### config.mk
export PLATFORM = sky130hd
export DESIGN_NAME = dmcbi_top
export DESIGN_NICKNAME = d
export VERILOG_FILES = /design/src/dmcbi_pkg.sv /design/src/dmcbi_fifo.sv /design/src/dmcbi_top.sv
export SDC_FILE = /design/constraint.sdc
export NUM_CORES = 1
export LEC_CHECK = 0
export BUFFER_PORTS_ARGS = -buffer_cell sky130_fd_sc_hd__buf_2
export CAP_MARGIN = 15
export CORE_MARGIN = 8
export CORE_UTILIZATION = 26
export CTS_CLUSTER_DIAMETER = 60
export CTS_CLUSTER_SIZE = 10
export DETAILED_ROUTE_END_ITERATION = 7
export GPL_ROUTABILITY_DRIVEN = 0
export PLACE_DENSITY_LB_ADDON = 0.1
export RECOVER_POWER = 50
export SKIP_LAST_GASP = 1
export SLEW_MARGIN = 0
export SYNTH_ARGS = -nofsm -noshare
export SYNTH_HDL_FRONTEND = slang
export SYNTH_SLANG_ARGS = --single-unit
### constraint.sdc
create_clock -name clk -period 3.4 [get_ports clk]
set_input_delay 0.17 -clock clk [delete_from_list [all_inputs] [get_ports clk]]
set_output_delay 0.17 -clock clk [all_outputs]
set_load 0.01 [all_outputs]
### src/dmcbi_pkg.sv
/*
 * Shared constants for the disk and memory-copy bus interface.
 * Assumes a single 200 MHz clock domain and a synchronous active-low reset.
 */
package dmcbi_pkg;
  // Decoder base nibble, the jumper default.
  localparam logic [3:0] BASE_NIBBLE = 4'hE;
  // Sub-unit codes on address bits 3:2.
  localparam logic [1:0] UNIT_CMD = 2'h0;
  localparam logic [1:0] UNIT_PIO = 2'h1;
  localparam logic [1:0] UNIT_DMA = 2'h2;
  localparam logic [1:0] UNIT_CTC = 2'h3;
  // Offsets inside the window.
  localparam logic [3:0] OFS_CMD = 4'h0;
  localparam logic [3:0] OFS_EXT = 4'h1;
  localparam logic [3:0] OFS_DMA = 4'h8;
  localparam logic [3:0] OFS_CTC_LAST = 4'hE;
  // DMA programming sequence positions at the DMA port.
  localparam logic [2:0] PRG_MODE = 3'h0;
  localparam logic [2:0] PRG_LAST = 3'h6;
  // DMA mode byte values.
  localparam logic [7:0] MODE_DISK = 8'h01;
  localparam logic [7:0] MODE_COPY = 8'h02;
  // Sector format.
  localparam logic [7:0] SYNC_BYTE = 8'h01;
  localparam logic [9:0] PREAMBLE_LEN = 10'h00A;
  localparam logic [9:0] POSTAMBLE_LEN = 10'h00A;
  localparam logic [9:0] ID_LEN = 10'h004;
  localparam logic [9:0] DATA_LEN = 10'h200;
  localparam logic [9:0] WRITE_BLOCK = 10'h205;
  localparam logic [9:0] READ_HDR = 10'h004;
  localparam logic [9:0] READ_FULL = 10'h204;
  localparam logic [15:0] CRC_INIT = 16'hFFFF;
  localparam logic [15:0] CRC_POLY = 16'h1021;
  // Reset values.
  localparam logic [7:0] EXT_RESET = 8'h00;
  localparam logic [15:0] ADDR_RESET = 16'h0000;
  // FIFO shape.
  localparam int FIFO_WIDTH = 8;
  localparam int FIFO_DEPTH = 32;
  // Formatter states.
  typedef enum logic [2:0] {
    FMT_IDLE = 3'b000,
    FMT_PRE = 3'b001,
    FMT_SYNC = 3'b010,
    FMT_ID = 3'b011,
    FMT_HCRC = 3'b100,
    FMT_DATA = 3'b101,
    FMT_DCRC = 3'b110,
    FMT_POST = 3'b111
  } dmcbi_fmt_e;
  // Copy engine states.
  typedef enum logic [1:0] {
    CPY_IDLE = 2'b00,
    CPY_READ = 2'b01,
    CPY_WRITE = 2'b10
  } dmcbi_cpy_e;
endpackage : dmcbi_pkg

### src/dmcbi_fifo.sv
/*
 * Small synchronous FIFO with valid/ready on both sides.
 * Assumes one clock and a synchronous active-low reset.
 */
`timescale 1ns/1ps
module dmcbi_fifo #(
  parameter int WIDTH = 8,
  parameter int DEPTH = 32
) (
  // Clock and reset.
  input wire logic clk,
  input wire logic resetn,
  // Fill side.
  input wire logic in_valid,
  output logic in_ready,
  input wire logic [WIDTH-1:0] in_data,
  // Drain side.
  output logic out_valid,
  input wire logic out_ready,
  output logic [WIDTH-1:0] out_data
);
  localparam int AW = $clog2(DEPTH);
  logic [WIDTH-1:0] mem [DEPTH];
  logic [AW:0] wr_q;
  logic [AW:0] rd_q;
  // Full when pointers differ only in the wrap bit.
  assign in_ready = (wr_q ^ rd_q) != {1'b1, {AW{1'b0}}};
  assign out_valid = wr_q != rd_q;
  assign out_data = mem[rd_q[AW-1:0]];
  // Storage writes need no reset.
  always_ff @(posedge clk) begin
    if (in_valid && in_ready) begin
      mem[wr_q[AW-1:0]] <= in_data;
    end
  end
  // Pointer update.
  always_ff @(posedge clk) begin
    if (!resetn) begin
      wr_q <= '0;
      rd_q <= '0;
    end else begin
      if (in_valid && in_ready) begin
        wr_q <= wr_q + 1'b1;
      end
      if (out_valid && out_ready) begin
        rd_q <= rd_q + 1'b1;
      end
    end
  end
endmodule : dmcbi_fifo

### src/dmcbi_top.sv
/*
 * Host-bus side of a disk and memory-copy interface board: window decode,
 * extended-address latch, DMA engine for disk and copy transfers, and the
 * sector formatter with its CRC. Assumes host strobes synchronous to clk.
 */
// Overview of operation
// - Disk DMA advances only with pace ready.
// - Write preamble, header, data, CRC, postamble.
// - Header is sync, IDs, CRC, zero.
// - IDs are head, cylinder two, sector.
// - Pace ready drops during generated bytes.
// - Header CRC over IDs; data CRC over data.
// - Read stores 4 or 516 bytes.
// - Only the sync byte is skipped on read.
// - Copy uses source, destination, count; ignores ready.
// - Copy requests bus, waits for grant.
// - Hold bus until count exhausted.
// - Extended-address write drives A16-A23.
// - Decode window, unit bits, mode bits.
// - Offsets 0,1 select command path, latch.
// - Offsets 4-7 select parallel controller.
// - Offset 8 selects DMA.
// - Offsets C-E select counter channels.
// - DMA address drives bus while master.
// - Path select high during disk transfer.
// - Control buffers follow bus-master flag.
// - Write block is 517 bytes.
// - Pace ready two register stages.
`timescale 1ns/1ps
module dmcbi_top (
  // Clock and reset.
  input wire logic clk,
  input wire logic resetn,
  // Host I/O cycle.
  input wire logic [7:0] io_addr,
  input wire logic io_wr,
  input wire logic [7:0] host_data_out_lines,
  // Decoded selects.
  output logic cmd_status_select_n,
  output logic parallel_io_select_n,
  output logic dma_select_n,
  output logic counter_timer_select_n,
  output logic [1:0] unit_mode,
  // Bus mastership.
  output logic bus_request_n,
  input wire logic bus_grant_n,
  output logic bus_master,
  output logic ctrl_buf_drive,
  // Memory bus while master.
  output logic [15:0] mem_addr,
  output logic [7:0] ext_addr,
  output logic mem_rd,
  output logic mem_wr,
  output logic [7:0] mem_wdata,
  input wire logic [7:0] mem_rdata,
  // Disk transfer control.
  input wire logic pace_start,
  input wire logic disk_read,
  output logic transfer_path_select,
  output logic pace_ready,
  output logic pace_ready_sync,
  output logic busy,
  output logic crc_error,
  // Serial formatter byte stream.
  output logic disk_valid,
  output logic [7:0] disk_byte,
  input wire logic disk_take,
  input wire logic rd_valid,
  input wire logic [7:0] rd_byte
);
  // Decode state.
  logic win_hit;
  logic io_ext;
  logic io_dma;
  logic [7:0] ext_q;
  // DMA programming registers.
  logic [2:0] prg_q;
  logic [7:0] mode_q;
  logic [15:0] src_q;
  logic [15:0] dst_q;
  logic [9:0] cnt_q;
  logic copy_arm_q;
  logic disk_arm_q;
  dmcbi_pkg::dmcbi_cpy_e cpy_q;
  logic [7:0] cpy_data_q;
  // Formatter state.
  dmcbi_pkg::dmcbi_fmt_e fmt_q;
  logic [9:0] fcnt_q;
  logic [15:0] crc_q;
  logic crc_feed;
  logic [7:0] crc_byte;
  logic [15:0] crc_next;
  logic [1:0] rd_skip_q;
  logic rd_hdr_q;
  logic p1_q;
  logic p2_q;
  // FIFO between memory fetch and formatter.
  logic f_in_valid;
  logic f_in_ready;
  logic f_out_valid;
  logic f_out_ready;
  logic [7:0] f_out_data;
  logic req_q;

  assign win_hit = io_addr[7:4] == dmcbi_pkg::BASE_NIBBLE;
  assign unit_mode = io_addr[1:0];
  assign cmd_status_select_n = !(win_hit && io_addr[3:2] == dmcbi_pkg::UNIT_CMD);
  assign parallel_io_select_n = !(win_hit && io_addr[3:2] == dmcbi_pkg::UNIT_PIO);
  // DMA only at its one offset.
  assign dma_select_n = !(win_hit && io_addr[3:0] == dmcbi_pkg::OFS_DMA);
  assign counter_timer_select_n = !(win_hit && io_addr[3:2] == dmcbi_pkg::UNIT_CTC
                                    && io_addr[3:0] <= dmcbi_pkg::OFS_CTC_LAST);
  assign io_ext = io_wr && win_hit && io_addr[3:0] == dmcbi_pkg::OFS_EXT;
  assign io_dma = io_wr && !dma_select_n;

  always_ff @(posedge clk) begin
    if (!resetn) begin
      ext_q <= dmcbi_pkg::EXT_RESET;
    end else if (io_ext) begin
      ext_q <= host_data_out_lines;
    end
  end
  assign ext_addr = ext_q;

  // Programming sequence: mode, src lo/hi, dst lo/hi, count lo/hi.
  // start address and count held for disk.
  // source, destination and count for copy.
  always_ff @(posedge clk) begin
    if (!resetn) begin
      prg_q <= dmcbi_pkg::PRG_MODE;
      mode_q <= 8'h00;
      copy_arm_q <= 1'b0;
      disk_arm_q <= 1'b0;
    end else begin
      copy_arm_q <= 1'b0;
      if (io_dma) begin
        case (prg_q)
          3'h0: mode_q <= host_data_out_lines;
          default: ;
        endcase
        if (prg_q == dmcbi_pkg::PRG_LAST) begin
          prg_q <= dmcbi_pkg::PRG_MODE;
          copy_arm_q <= mode_q == dmcbi_pkg::MODE_COPY;
          disk_arm_q <= mode_q == dmcbi_pkg::MODE_DISK;
        end else begin
          prg_q <= prg_q + 3'h1;
        end
      end else if (fmt_q != dmcbi_pkg::FMT_IDLE) begin
        disk_arm_q <= 1'b0;
      end
    end
  end

  // Address and count registers, advanced by the engines.
  always_ff @(posedge clk) begin
    if (!resetn) begin
      src_q <= dmcbi_pkg::ADDR_RESET;
      dst_q <= dmcbi_pkg::ADDR_RESET;
      cnt_q <= '0;
    end else if (io_dma) begin
      case (prg_q)
        3'h1: src_q[7:0] <= host_data_out_lines;
        3'h2: src_q[15:8] <= host_data_out_lines;
        3'h3: dst_q[7:0] <= host_data_out_lines;
        3'h4: dst_q[15:8] <= host_data_out_lines;
        3'h5: cnt_q[7:0] <= host_data_out_lines;
        3'h6: cnt_q[9:8] <= host_data_out_lines[1:0];
        default: ;
      endcase
    end else if (cpy_q == dmcbi_pkg::CPY_WRITE) begin
      src_q <= src_q + 16'h0001;
      dst_q <= dst_q + 16'h0001;
      cnt_q <= cnt_q - 10'h001;
    end else if ((f_in_valid && f_in_ready) || (disk_read && rd_valid && mem_wr)) begin
      // Disk fetches and stores both walk the source register, in the fetch cycle itself.
      src_q <= src_q + 16'h0001;
      cnt_q <= cnt_q - 10'h001;
    end
  end

  // copy waits for grant before moving data.
  always_ff @(posedge clk) begin
    if (!resetn) begin
      cpy_q <= dmcbi_pkg::CPY_IDLE;
      cpy_data_q <= 8'h00;
    end else begin
      case (cpy_q)
        dmcbi_pkg::CPY_IDLE: if (req_q && !bus_grant_n && mode_q == dmcbi_pkg::MODE_COPY
                                 && cnt_q != '0) begin
          cpy_q <= dmcbi_pkg::CPY_READ;
        end
        dmcbi_pkg::CPY_READ: begin
          cpy_data_q <= mem_rdata;
          cpy_q <= dmcbi_pkg::CPY_WRITE;
        end
        dmcbi_pkg::CPY_WRITE: begin
          cpy_q <= cnt_q == 10'h001 ? dmcbi_pkg::CPY_IDLE : dmcbi_pkg::CPY_READ;
        end
        default: cpy_q <= dmcbi_pkg::CPY_IDLE;
      endcase
    end
  end

  // Bus request: copy raises it at once; disk raises it on pace ready.
  // released when the count runs out.
  always_ff @(posedge clk) begin
    if (!resetn) begin
      req_q <= 1'b0;
    end else if (copy_arm_q) begin
      req_q <= 1'b1;
    end else if (cnt_q == '0 && cpy_q == dmcbi_pkg::CPY_IDLE) begin
      req_q <= 1'b0;
    end else if (pace_ready && fmt_q != dmcbi_pkg::FMT_IDLE) begin
      req_q <= 1'b1;
    end
  end
  assign bus_request_n = !req_q;
  // master flag from request and grant.
  assign bus_master = req_q && !bus_grant_n;
  assign ctrl_buf_drive = bus_master;
  assign busy = req_q || fmt_q != dmcbi_pkg::FMT_IDLE;

  // DMA address on the bus while master.
  assign mem_addr = !bus_master ? dmcbi_pkg::ADDR_RESET
                  : (cpy_q == dmcbi_pkg::CPY_WRITE ? dst_q : src_q);
  assign mem_rd = bus_master && (cpy_q == dmcbi_pkg::CPY_READ || (f_in_valid && !disk_read));
  // every read byte after the skipped sync byte is stored while the board is bus master.
  assign mem_wr = bus_master && (cpy_q == dmcbi_pkg::CPY_WRITE
                  || (disk_read && rd_valid && rd_skip_q == 2'h0 && !rd_hdr_q));
  assign mem_wdata = cpy_q == dmcbi_pkg::CPY_WRITE ? cpy_data_q : rd_byte;

  // fetch only while pace ready and counting.
  // copy mode never looks at pace ready.
  assign f_in_valid = bus_master && pace_ready && !disk_read && cnt_q != '0
                      && mode_q == dmcbi_pkg::MODE_DISK;

  // Buffer stalls memory fetch when the formatter lags.
  dmcbi_fifo #(
    .WIDTH(dmcbi_pkg::FIFO_WIDTH),
    .DEPTH(dmcbi_pkg::FIFO_DEPTH)
  ) u_fifo (
    .clk(clk),
    .resetn(resetn),
    .in_valid(f_in_valid),
    .in_ready(f_in_ready),
    .in_data(mem_rdata),
    .out_valid(f_out_valid),
    .out_ready(f_out_ready),
    .out_data(f_out_data)
  );

  // pace ready only where memory bytes are needed.
  // write block of 517 bytes programmed.
  assign pace_ready = (fmt_q == dmcbi_pkg::FMT_SYNC || fmt_q == dmcbi_pkg::FMT_ID
                       || fmt_q == dmcbi_pkg::FMT_DATA) && f_in_ready;
  // two register stages of pace ready.
  always_ff @(posedge clk) begin
    if (!resetn) begin
      p1_q <= 1'b0;
      p2_q <= 1'b0;
    end else begin
      p1_q <= pace_ready;
      p2_q <= p1_q;
    end
  end
  assign pace_ready_sync = p2_q;
  // path select high during disk transfer.
  assign transfer_path_select = fmt_q != dmcbi_pkg::FMT_IDLE;

  // sync, IDs, CRC then trailing zero.
  always_comb begin
    disk_valid = 1'b0;
    disk_byte = 8'h00;
    f_out_ready = 1'b0;
    case (fmt_q)
      dmcbi_pkg::FMT_PRE, dmcbi_pkg::FMT_POST: disk_valid = !disk_read;
      dmcbi_pkg::FMT_SYNC, dmcbi_pkg::FMT_ID, dmcbi_pkg::FMT_DATA: begin
        disk_valid = f_out_valid && !disk_read;
        disk_byte = f_out_data;
        f_out_ready = disk_take && !disk_read;
      end
      dmcbi_pkg::FMT_HCRC, dmcbi_pkg::FMT_DCRC: begin
        disk_valid = !disk_read;
        // Two CRC bytes high first, then the trailing zero in the header.
        disk_byte = fcnt_q == 10'h0 ? crc_q[15:8] : (fcnt_q == 10'h1 ? crc_q[7:0] : 8'h00);
      end
      default: ;
    endcase
  end

  // CRC fed by IDs or data bytes only.
  assign crc_feed = disk_read ? (rd_valid && mem_wr)
                  : (disk_valid && disk_take
                     && (fmt_q == dmcbi_pkg::FMT_ID || fmt_q == dmcbi_pkg::FMT_DATA));
  assign crc_byte = disk_read ? rd_byte : f_out_data;
  always_comb begin
    crc_next = crc_q;
    for (int i = 7; i >= 0; i--) begin
      crc_next = {crc_next[14:0], 1'b0}
               ^ ((crc_next[15] ^ crc_byte[i]) ? dmcbi_pkg::CRC_POLY : 16'h0000);
    end
  end

  // formatter state walk with byte counts.
  // four ID bytes head, cylinder, sector.
  // read stores IDs or IDs plus data.
  always_ff @(posedge clk) begin
    if (!resetn) begin
      fmt_q <= dmcbi_pkg::FMT_IDLE;
      fcnt_q <= '0;
      crc_q <= dmcbi_pkg::CRC_INIT;
      crc_error <= 1'b0;
      rd_skip_q <= 2'h0;
      rd_hdr_q <= 1'b0;
    end else begin
      if (crc_feed) begin
        crc_q <= crc_next;
      end
      case (fmt_q)
        dmcbi_pkg::FMT_IDLE: begin
          fcnt_q <= '0;
          crc_q <= dmcbi_pkg::CRC_INIT;
          if (pace_start && disk_arm_q) begin
            fmt_q <= disk_read ? dmcbi_pkg::FMT_ID : dmcbi_pkg::FMT_PRE;
            crc_error <= 1'b0;
            // Read stream skips the sync byte before storing.
            rd_skip_q <= disk_read ? 2'h1 : 2'h0;
            rd_hdr_q <= 1'b0;
          end
        end
        dmcbi_pkg::FMT_PRE: if (disk_take) begin
          fcnt_q <= fcnt_q + 10'h1;
          if (fcnt_q == dmcbi_pkg::PREAMBLE_LEN - 10'h1) begin
            fcnt_q <= '0;
            fmt_q <= dmcbi_pkg::FMT_SYNC;
          end
        end
        dmcbi_pkg::FMT_SYNC: if (f_out_valid && disk_take) begin
          fmt_q <= dmcbi_pkg::FMT_ID;
        end
        dmcbi_pkg::FMT_ID: begin
          if (disk_read) begin
            if (rd_valid) begin
              if (rd_skip_q != 2'h0) begin
                rd_skip_q <= rd_skip_q - 2'h1;
              end else if (cnt_q == 10'h001) begin
                fmt_q <= dmcbi_pkg::FMT_IDLE;
              end
            end
          end else if (f_out_valid && disk_take) begin
            fcnt_q <= fcnt_q + 10'h1;
            if (fcnt_q == dmcbi_pkg::ID_LEN - 10'h1) begin
              fcnt_q <= '0;
              fmt_q <= dmcbi_pkg::FMT_HCRC;
            end
          end
        end
        dmcbi_pkg::FMT_HCRC, dmcbi_pkg::FMT_DCRC: if (disk_take) begin
          fcnt_q <= fcnt_q + 10'h1;
          if (fmt_q == dmcbi_pkg::FMT_HCRC && fcnt_q == 10'h2) begin
            fcnt_q <= '0;
            crc_q <= dmcbi_pkg::CRC_INIT;
            fmt_q <= dmcbi_pkg::FMT_DATA;
          end else if (fmt_q == dmcbi_pkg::FMT_DCRC && fcnt_q == 10'h1) begin
            fcnt_q <= '0;
            fmt_q <= dmcbi_pkg::FMT_POST;
          end
        end
        dmcbi_pkg::FMT_DATA: if (f_out_valid && disk_take) begin
          fcnt_q <= fcnt_q + 10'h1;
          if (fcnt_q == dmcbi_pkg::DATA_LEN - 10'h1) begin
            fcnt_q <= '0;
            fmt_q <= dmcbi_pkg::FMT_DCRC;
          end
        end
        dmcbi_pkg::FMT_POST: if (disk_take) begin
          fcnt_q <= fcnt_q + 10'h1;
          if (fcnt_q == dmcbi_pkg::POSTAMBLE_LEN - 10'h1) begin
            fmt_q <= dmcbi_pkg::FMT_IDLE;
          end
        end
        default: fmt_q <= dmcbi_pkg::FMT_IDLE;
      endcase
    end
  end
endmodule : dmcbi_top

==> results of run 1 <==
-- layout make-up --
cell class / count / area, sq um
clock inverter: 16 / 279.0
inverter: 22 / 82.58
sequential: 380 / 10180
fill: 6643 / 44870
clock buffer: 64 / 1261
multi-input combinational: 966 / 6654
tap: 864 / 1081
timing repair buffer: 201 / 1331
antenna: 4 / 10.01
-- placed cells by master, fill, tap and decap left out, types with 18 or more instances in the layout --
cell type | Yosys | routed
edfxtp_1 | 256 | 256
nand2_1 | 170 | 170
nor2_1 | 154 | 154
dfxtp_1 | 124 | 120
a21oi_1 | 102 | 102
buf_4 | 7 | 85
o21ai_0 | 69 | 68
clkbuf_1 | 59 | 60
buf_2 | 6 | 55
mux2i_1 | 53 | 53
mux4_2 | 46 | 49
clkbuf_16 | 0 | 48
nand3_1 | 38 | 37
xnor2_1 | 28 | 28
and2_1 | 23 | 22
inv_1 | 19 | 19
nor3_1 | 19 | 18
-- worst min path at each step --
stage,slack [ns],cells after the start,startpoint,endpoint
5_1_grt,0.02,3,host_data_out_lines[7],ext_addr[7]
6_report,0.02,3,host_data_out_lines[7],ext_addr[7]
4_1_cts,0.004,3,host_data_out_lines[7],ext_addr[7]
3_5_place_dp,0.43,1,p1_q,pace_ready_sync
2_1_floorplan,0.27,0,mem_rdata[0],u_fifo.mem[0][0]
3_3_place_gp,0.41,1,p1_q,pace_ready_sync
-- kinds of logic after synthesis --
| kind of cell | Yosys count |
|---|---|
| and+or+nand+nor | 497 |
| DFF | 380 |
| buffers and inverters | 104 |
| xor gates and xnor gates | 48 |
| AOI/OAI and AO/OA | 294 |
| adders and majority gates | 15 |
| muxes | 111 |
| other | 1 |
-- critical path, delay by kind of cell, from the launching register on --
family | cells | cell delay, ns
AO/OA/AOI/OAI | 4 | 0.82
buffers and inverters | 4 | 0.67
flip-flops | 1 | 0.38
multiplexers | 1 | 0.34
AND/OR/NAND/NOR | 2 | 0.31
-- per-stage QoR --
stage / worst slack (ns) / area (sq um)
after CTS: 0.005928 / 20860
after detailed placement: 0.1695 / 19210
final: 0.1068 / 20880
after global routing: -0.02403 / 20870
after global placement: 0.1706 / 19210
after floorplan: 0.7202 / 17280
-- sequential cells by signal, indices dropped and copies added, names as in the netlist, 2 cells and up, named ones only --
name and flops:
cnt_q 10, cpy_data_q 8, cpy_q 2, crc_q 16, dst_q 16, ext_addr 8
fcnt_q 10, fmt_q 3, mode_q 8, prg_q 3, rd_skip_q 2, src_q 16
u_fifo.mem 256, u_fifo.rd_q 6, u_fifo.wr_q 6
-- what timing repair did --
action	CTS	global route
setup buffers	4	5
resized for setup	2	11
hold buffers	7	0
hold endpoints to repair	16	0
setup endpoints to repair	4	7
pin swaps	0	0
-- per-layer routing --
layer	wire [microns]	GRT usage [%]	share of wire [%]	up-vias
li1	-	-	-	5750
met1	27890	21.81	49	6276
met2	24870	22.00	44	311
met3	2712	2.175	4.8	65
met4	1083	3.722	1.9	0
met5	0	0	0	-
-- report_power, final --
| part | leakage [nW] | switching [mW] | internal (mW) | total (mW) |
|---|---|---|---|---|
| Clock | 0.740 | 2.02 | 3.06 | 5.08 |
| Sequential | 3.30 | 0.0209 | 4.95 | 4.97 |
| Combinational | 2.91 | 0.515 | 0.256 | 0.771 |
==> flow_summary.toml, run 1 <==
[outcome]
status = "finished, violations left"
violations = "capacitance limit, slew limit"

[power]
p_leak_nw = 6.948
p_total_mw = 10.82
powerDensity_nw_per_um2 = 518.0
ir_drop_v = 0.0003565

[synthesis]
synth-warning-count = 0
synth_most_common_cell = "edfxtp_1"
yosys_register_bits = 380
synth_xor_xnor_area_share_pct = 2.600
synth_nets = 1505
synth_top_cell_area_share_pct = 44.49
synth_ff_type = "edfxtp_1"
yosys.area.top_type = "edfxtp_1"
synth_edf_count = 256
synthMuxAreaShare_pct = 10.80
syn-instance-count = 1450
synth.area.top_cells = "edfxtp_1, dfxtp_1, mux4_2"
synthAdderAreaFrac_pct = 1.086
synth_cell_type_count = 76
ys_seq_area_share_pct = 58.86
synth_compound_area_share_pct = 10.76
avgSynthCellArea_sq_um = 11.92
synth-simple-area-share_pct = 13.14
synth_top_family_by_area = "simple AND/OR/NAND/NOR gates"
synthArstFlopShare_pct = 0
synth_commonest_cells = "edfxtp_1, nand2_1, nor2_1, dfxtp_1, a21oi_1"
synth_area_sq_um = 17280

[sta]
min_period_ns = 3.293
holdWs_ns = 0.02234
fmax_ghz = 0.3037
finalHoldViolations = 0
timing.final.crit_share_pct = 96.86
relSlewSlack_pct = -35.19
setup_viol = 0
rsz0062_at_grt = "yes"
finClkSkew_ns = 0.03876
drv_slew = 313
tns_ns = 0
tightest_slew_ns = 2.028

[cells_and_area]
fin_util_pct = 31.76
finalNetCount = 1674
area_delta_synth_final_pct = 20.83
drive_above_1_share_pct = 17.59
fin_cells = 2517

[critical_path]
max_stage_delay_ns = 0.38
path_cells = "buf_6, buf_4, buf_12, mux2i_1, a22oi_1, a31oi_2, and3_1, o22ai_1, nand2_1, o21ai_0, buf_2"
r2r_slack_ns = 0.35
end_kind = "primary output"
worstSetupStartpointType = "flip-flop"
cp-endpoint = "disk_byte[3]"
slowest_stage = "dfxtp_4"
r2r-end = "crc_q[5]"
crit_required_ns = 3.23
arrival_ns = 3.12
path_class = "flip-flop to primary output"
crit_fanout = 21
rr_worst_depth = 12

[route]
via_per_inst = 4.927
ant_nets = 0
drt-pass1-iter-count = 5
drc_errors = 0
wirelength_microns = 56550
avgRoutedWirePerCell_microns = 22.47
vias = 12400
drtIter0Drc = 1014

[global_route]
overflow = 0
grt_pass1_wl_microns = 83080
grt_pass1_vias = 12240
grt_usage_pct = 14.65
antenna_found_initial = 1
grt_max_degree = 71

[clock_tree]
clk_latency_ns = 0.60
cts_tree = "built"
cts_buffers = 48
clkTransAtPathRegs_ns = 0.05
cts_root_buffer = "clkbuf_16"
htreeDepth = 2
cts.sinks = 380
cts_buffer_depth = 3

[die]
initial_core_util_pct = 26.28
die_y_microns = 273.8
io_pins = 97
die_area_sq_um = 74960
die-width_microns = 273.8
rows = 94
coreArea_sq_um = 65750

[min_path]
hold_path_class = "primary input to flip-flop"

[placement]
hpwlAfterDp_microns = 38490
port_buffers = 95
place_inst = 2417

[flow_run]
drv_cap = 9
Power figures use the tool's default switching activity.
==> inputs of run 2 (changes only) <==
==> constraint.sdc (replaced) <==
create_clock -name clk -period 3.4 [get_ports clk]
set_input_delay 0.51 -clock clk [delete_from_list [all_inputs] [get_ports clk]]
set_output_delay 0.51 -clock clk [all_outputs]
set_load 0.01 [all_outputs]
==> run 2 against run 1 <==
The flow finishes with violations (capacitance limit, slew limit, setup timing). Clock skew down 0.010 ns. Via count down 0.41%. Combinational power about the same. Cell area up 1.1%. Maximum frequency down 5.8%. Highest routed layer unchanged.
==> flow_summary.toml, run 2 (synthesis results as in run 1) <==
[outcome]
status = "finished, violations left"
violations = "capacitance limit, slew limit, setup timing"

[route]
routed-wl-met3_microns = 2653
met1_length_microns = 27050
vias = 12350
avgRoutedWirePerCell_microns = 22.04
via_per_inst = 4.888
wirelength_microns = 55700
top_layer_used = "met4"
drc_errors = 0
wl_met2_microns = 24970
ant_nets = 0
drtIter0Drc = 897
drt-pass1-iter-count = 5

[sta]
relSlewSlack_pct = -20.97
finClkSkew_ns = 0.02827
setup_viol = 4
tightest_slew_ns = 1.814
fmax_ghz = 0.2860
drv_slew = 404
timing.final.crit_share_pct = 102.8
holdWs_ns = 0.2359
rsz0062_at_grt = "yes"
min_period_ns = 3.496
finalHoldViolations = 0
setup_ws_ns = -0.09609

[cells_and_area]
fin_util_pct = 32.10
diodes = 0
drive_above_1_share_pct = 21.11
multi_input_area_sq_um = 6766
fillerInstances = 6622
area_delta_synth_final_pct = 22.14
layout_commonest_cell = "edfxtp_1"
final_area_sq_um = 21100
most-common-layout-cells = "edfxtp_1, nand2_1, nor2_1, dfxtp_1, a21oi_1"
seqCellArea_sq_um = 10180
largest_reg_flops = 256
finalNetCount = 1685

[die]
coreArea_sq_um = 65750
die-width_microns = 273.8
rows = 94
io_pins = 97
die_area_sq_um = 74960
die_y_microns = 273.8
initial_core_util_pct = 26.28

[min_path]
hold_path_class = "primary input to flip-flop"
hold_start = "host_data_out_lines[3]"
whs_path_depth = 3
hold_path_end = "ext_addr[3]"

[clock_tree]
clk_latency_ns = 0.58
clkTransAtPathRegs_ns = 0.06
htreeDepth = 2
cts_tree = "built"
cts_buffer_depth = 3
ctsHoldBuffers = 0
cts_root_buffer = "clkbuf_16"
cts_buffers = 50
cts.sinks = 380

[power]
combPwrFrac_pct = 7.2
clockPowerShare_pct = 46.2
powerDensity_nw_per_um2 = 505.3
switching_share_pct = 23.69
p_switching_mw = 2.526
internal_power_mw = 8.137
ir_drop_v = 0.0002074
share_seq_of_total_power_pct = 46.6
p_leak_nw = 7.078

[critical_path]
r2r-end = "crc_q[8]"
r2r_slack_ns = 0.24
max_stage_delay_ns = 0.56
worstSetupStartpointType = "flip-flop"
crit_required_ns = 2.89
path_class = "flip-flop to primary output"
crit_fanout = 8
slowest_stage = "mux4_2"
end_kind = "primary output"
path_cells = "buf_16, buf_12, mux4_2, mux4_2, mux2i_1, buf_4, o22ai_2, nand2_1, o21ai_1, buf_2"
crit_top_cell = "mux4_2"
arrival_ns = 2.99
rr_worst_depth = 12

[global_route]
grt_max_degree = 71
antenna_found_initial = 1
grt_pass1_wl_microns = 82060
grt_usage_pct = 14.40
overflow = 0
grt_pass1_vias = 12330

[placement]
hpwlAfterDp_microns = 37510
port_buffers = 95
place_area_sq_um = 19240
place_ws_ns = 0.2290

[flow_run]
drv_cap = 11
[run 2: changes by cell type in the layout (fill, tap and decap cells not counted), moves of 5 or more]
| cell | before | now |
|---|---|---|
| buf_2 | 55 | 66 |
| clkbuf_1 | 60 | 52 |
| clkinv_1 | 7 | 2 |
| clkinvlp_4 | 0 | 6 |
| dlygate4sd3_1 | 7 | 0 |
| mux2i_1 | 53 | 46 |
| mux2i_2 | 0 | 5 |
[run 2: area by class of cell]
type                            count  area share, %
Clock inverter                     15         0.7174
Timing Repair Buffer              210          7.037
Clock buffer                       70          6.433
Inverter                           22         0.3913
Multi-Input combinational cell    966          32.06
Tap cell                          864          5.122
Sequential cell                   380          48.24
[run 2: metrics by stage]
step / setup TNS, ns / power [mW] / std cells
5_1_grt: -1.019 / 11.07 / 2527
3_5_place_dp: 0 / 5.830 / 2417
3_3_place_gp: 0 / 5.829 / 2417
4_1_cts: -0.8141 / 10.84 / 2523
2_1_floorplan: 0 / 5.512 / 1450
6_report: -0.3118 / 10.66 / 2527
[run 2: power by group through the flow]
stage | logic, mW | registers (mW) | clock network [mW]
after global routing | 0.851 | 4.97 | 5.25
after detailed placement | 0.768 | 5.06 | 0
after floorplan | 0.461 | 5.05 | 0
final | 0.769 | 4.97 | 4.93
after global placement | 0.767 | 5.06 | 0
after CTS | 0.780 | 4.96 | 5.09
[run 2: metal layers]
metal	global-route usage (%)	up-vias
li1	-	5746
met1	20.70	6246
met2	22.34	288
met3	2.402	71
met4	3.624	0
met5	0	-
[run 2: worst max path at each step]
stage                         start      endpoint  slack [ns]  cells past startpoint
final                     flip-flop  disk_byte[4]        -0.1                     10
after CTS                 flip-flop  disk_byte[7]       -0.15                     10
after detailed placement  flip-flop      crc_q[5]        0.23                     10
after global routing      flip-flop  disk_byte[4]       -0.19                     10
after global placement    flip-flop  disk_byte[2]        0.22                      9
after floorplan           flip-flop      crc_q[8]        0.72                     10
[run 2: repair_timing]
item                       4_1_cts  5_1_grt
buffers inserted                20        5
setup endpoints to repair        8        8
resized for setup               53       16
gates cloned                     1        0
pin swaps                        6        7
[run 2: critical path: cells and delay by family (launching register included)]
| kind | cells | cell delay [ns] |
|---|---|---|
| flops | 1 | 0.39 |
| compound gates | 2 | 0.12 |
| buf+inv | 4 | 0.59 |
| mux | 3 | 1.23 |
| simple gates | 1 | 0.07 |
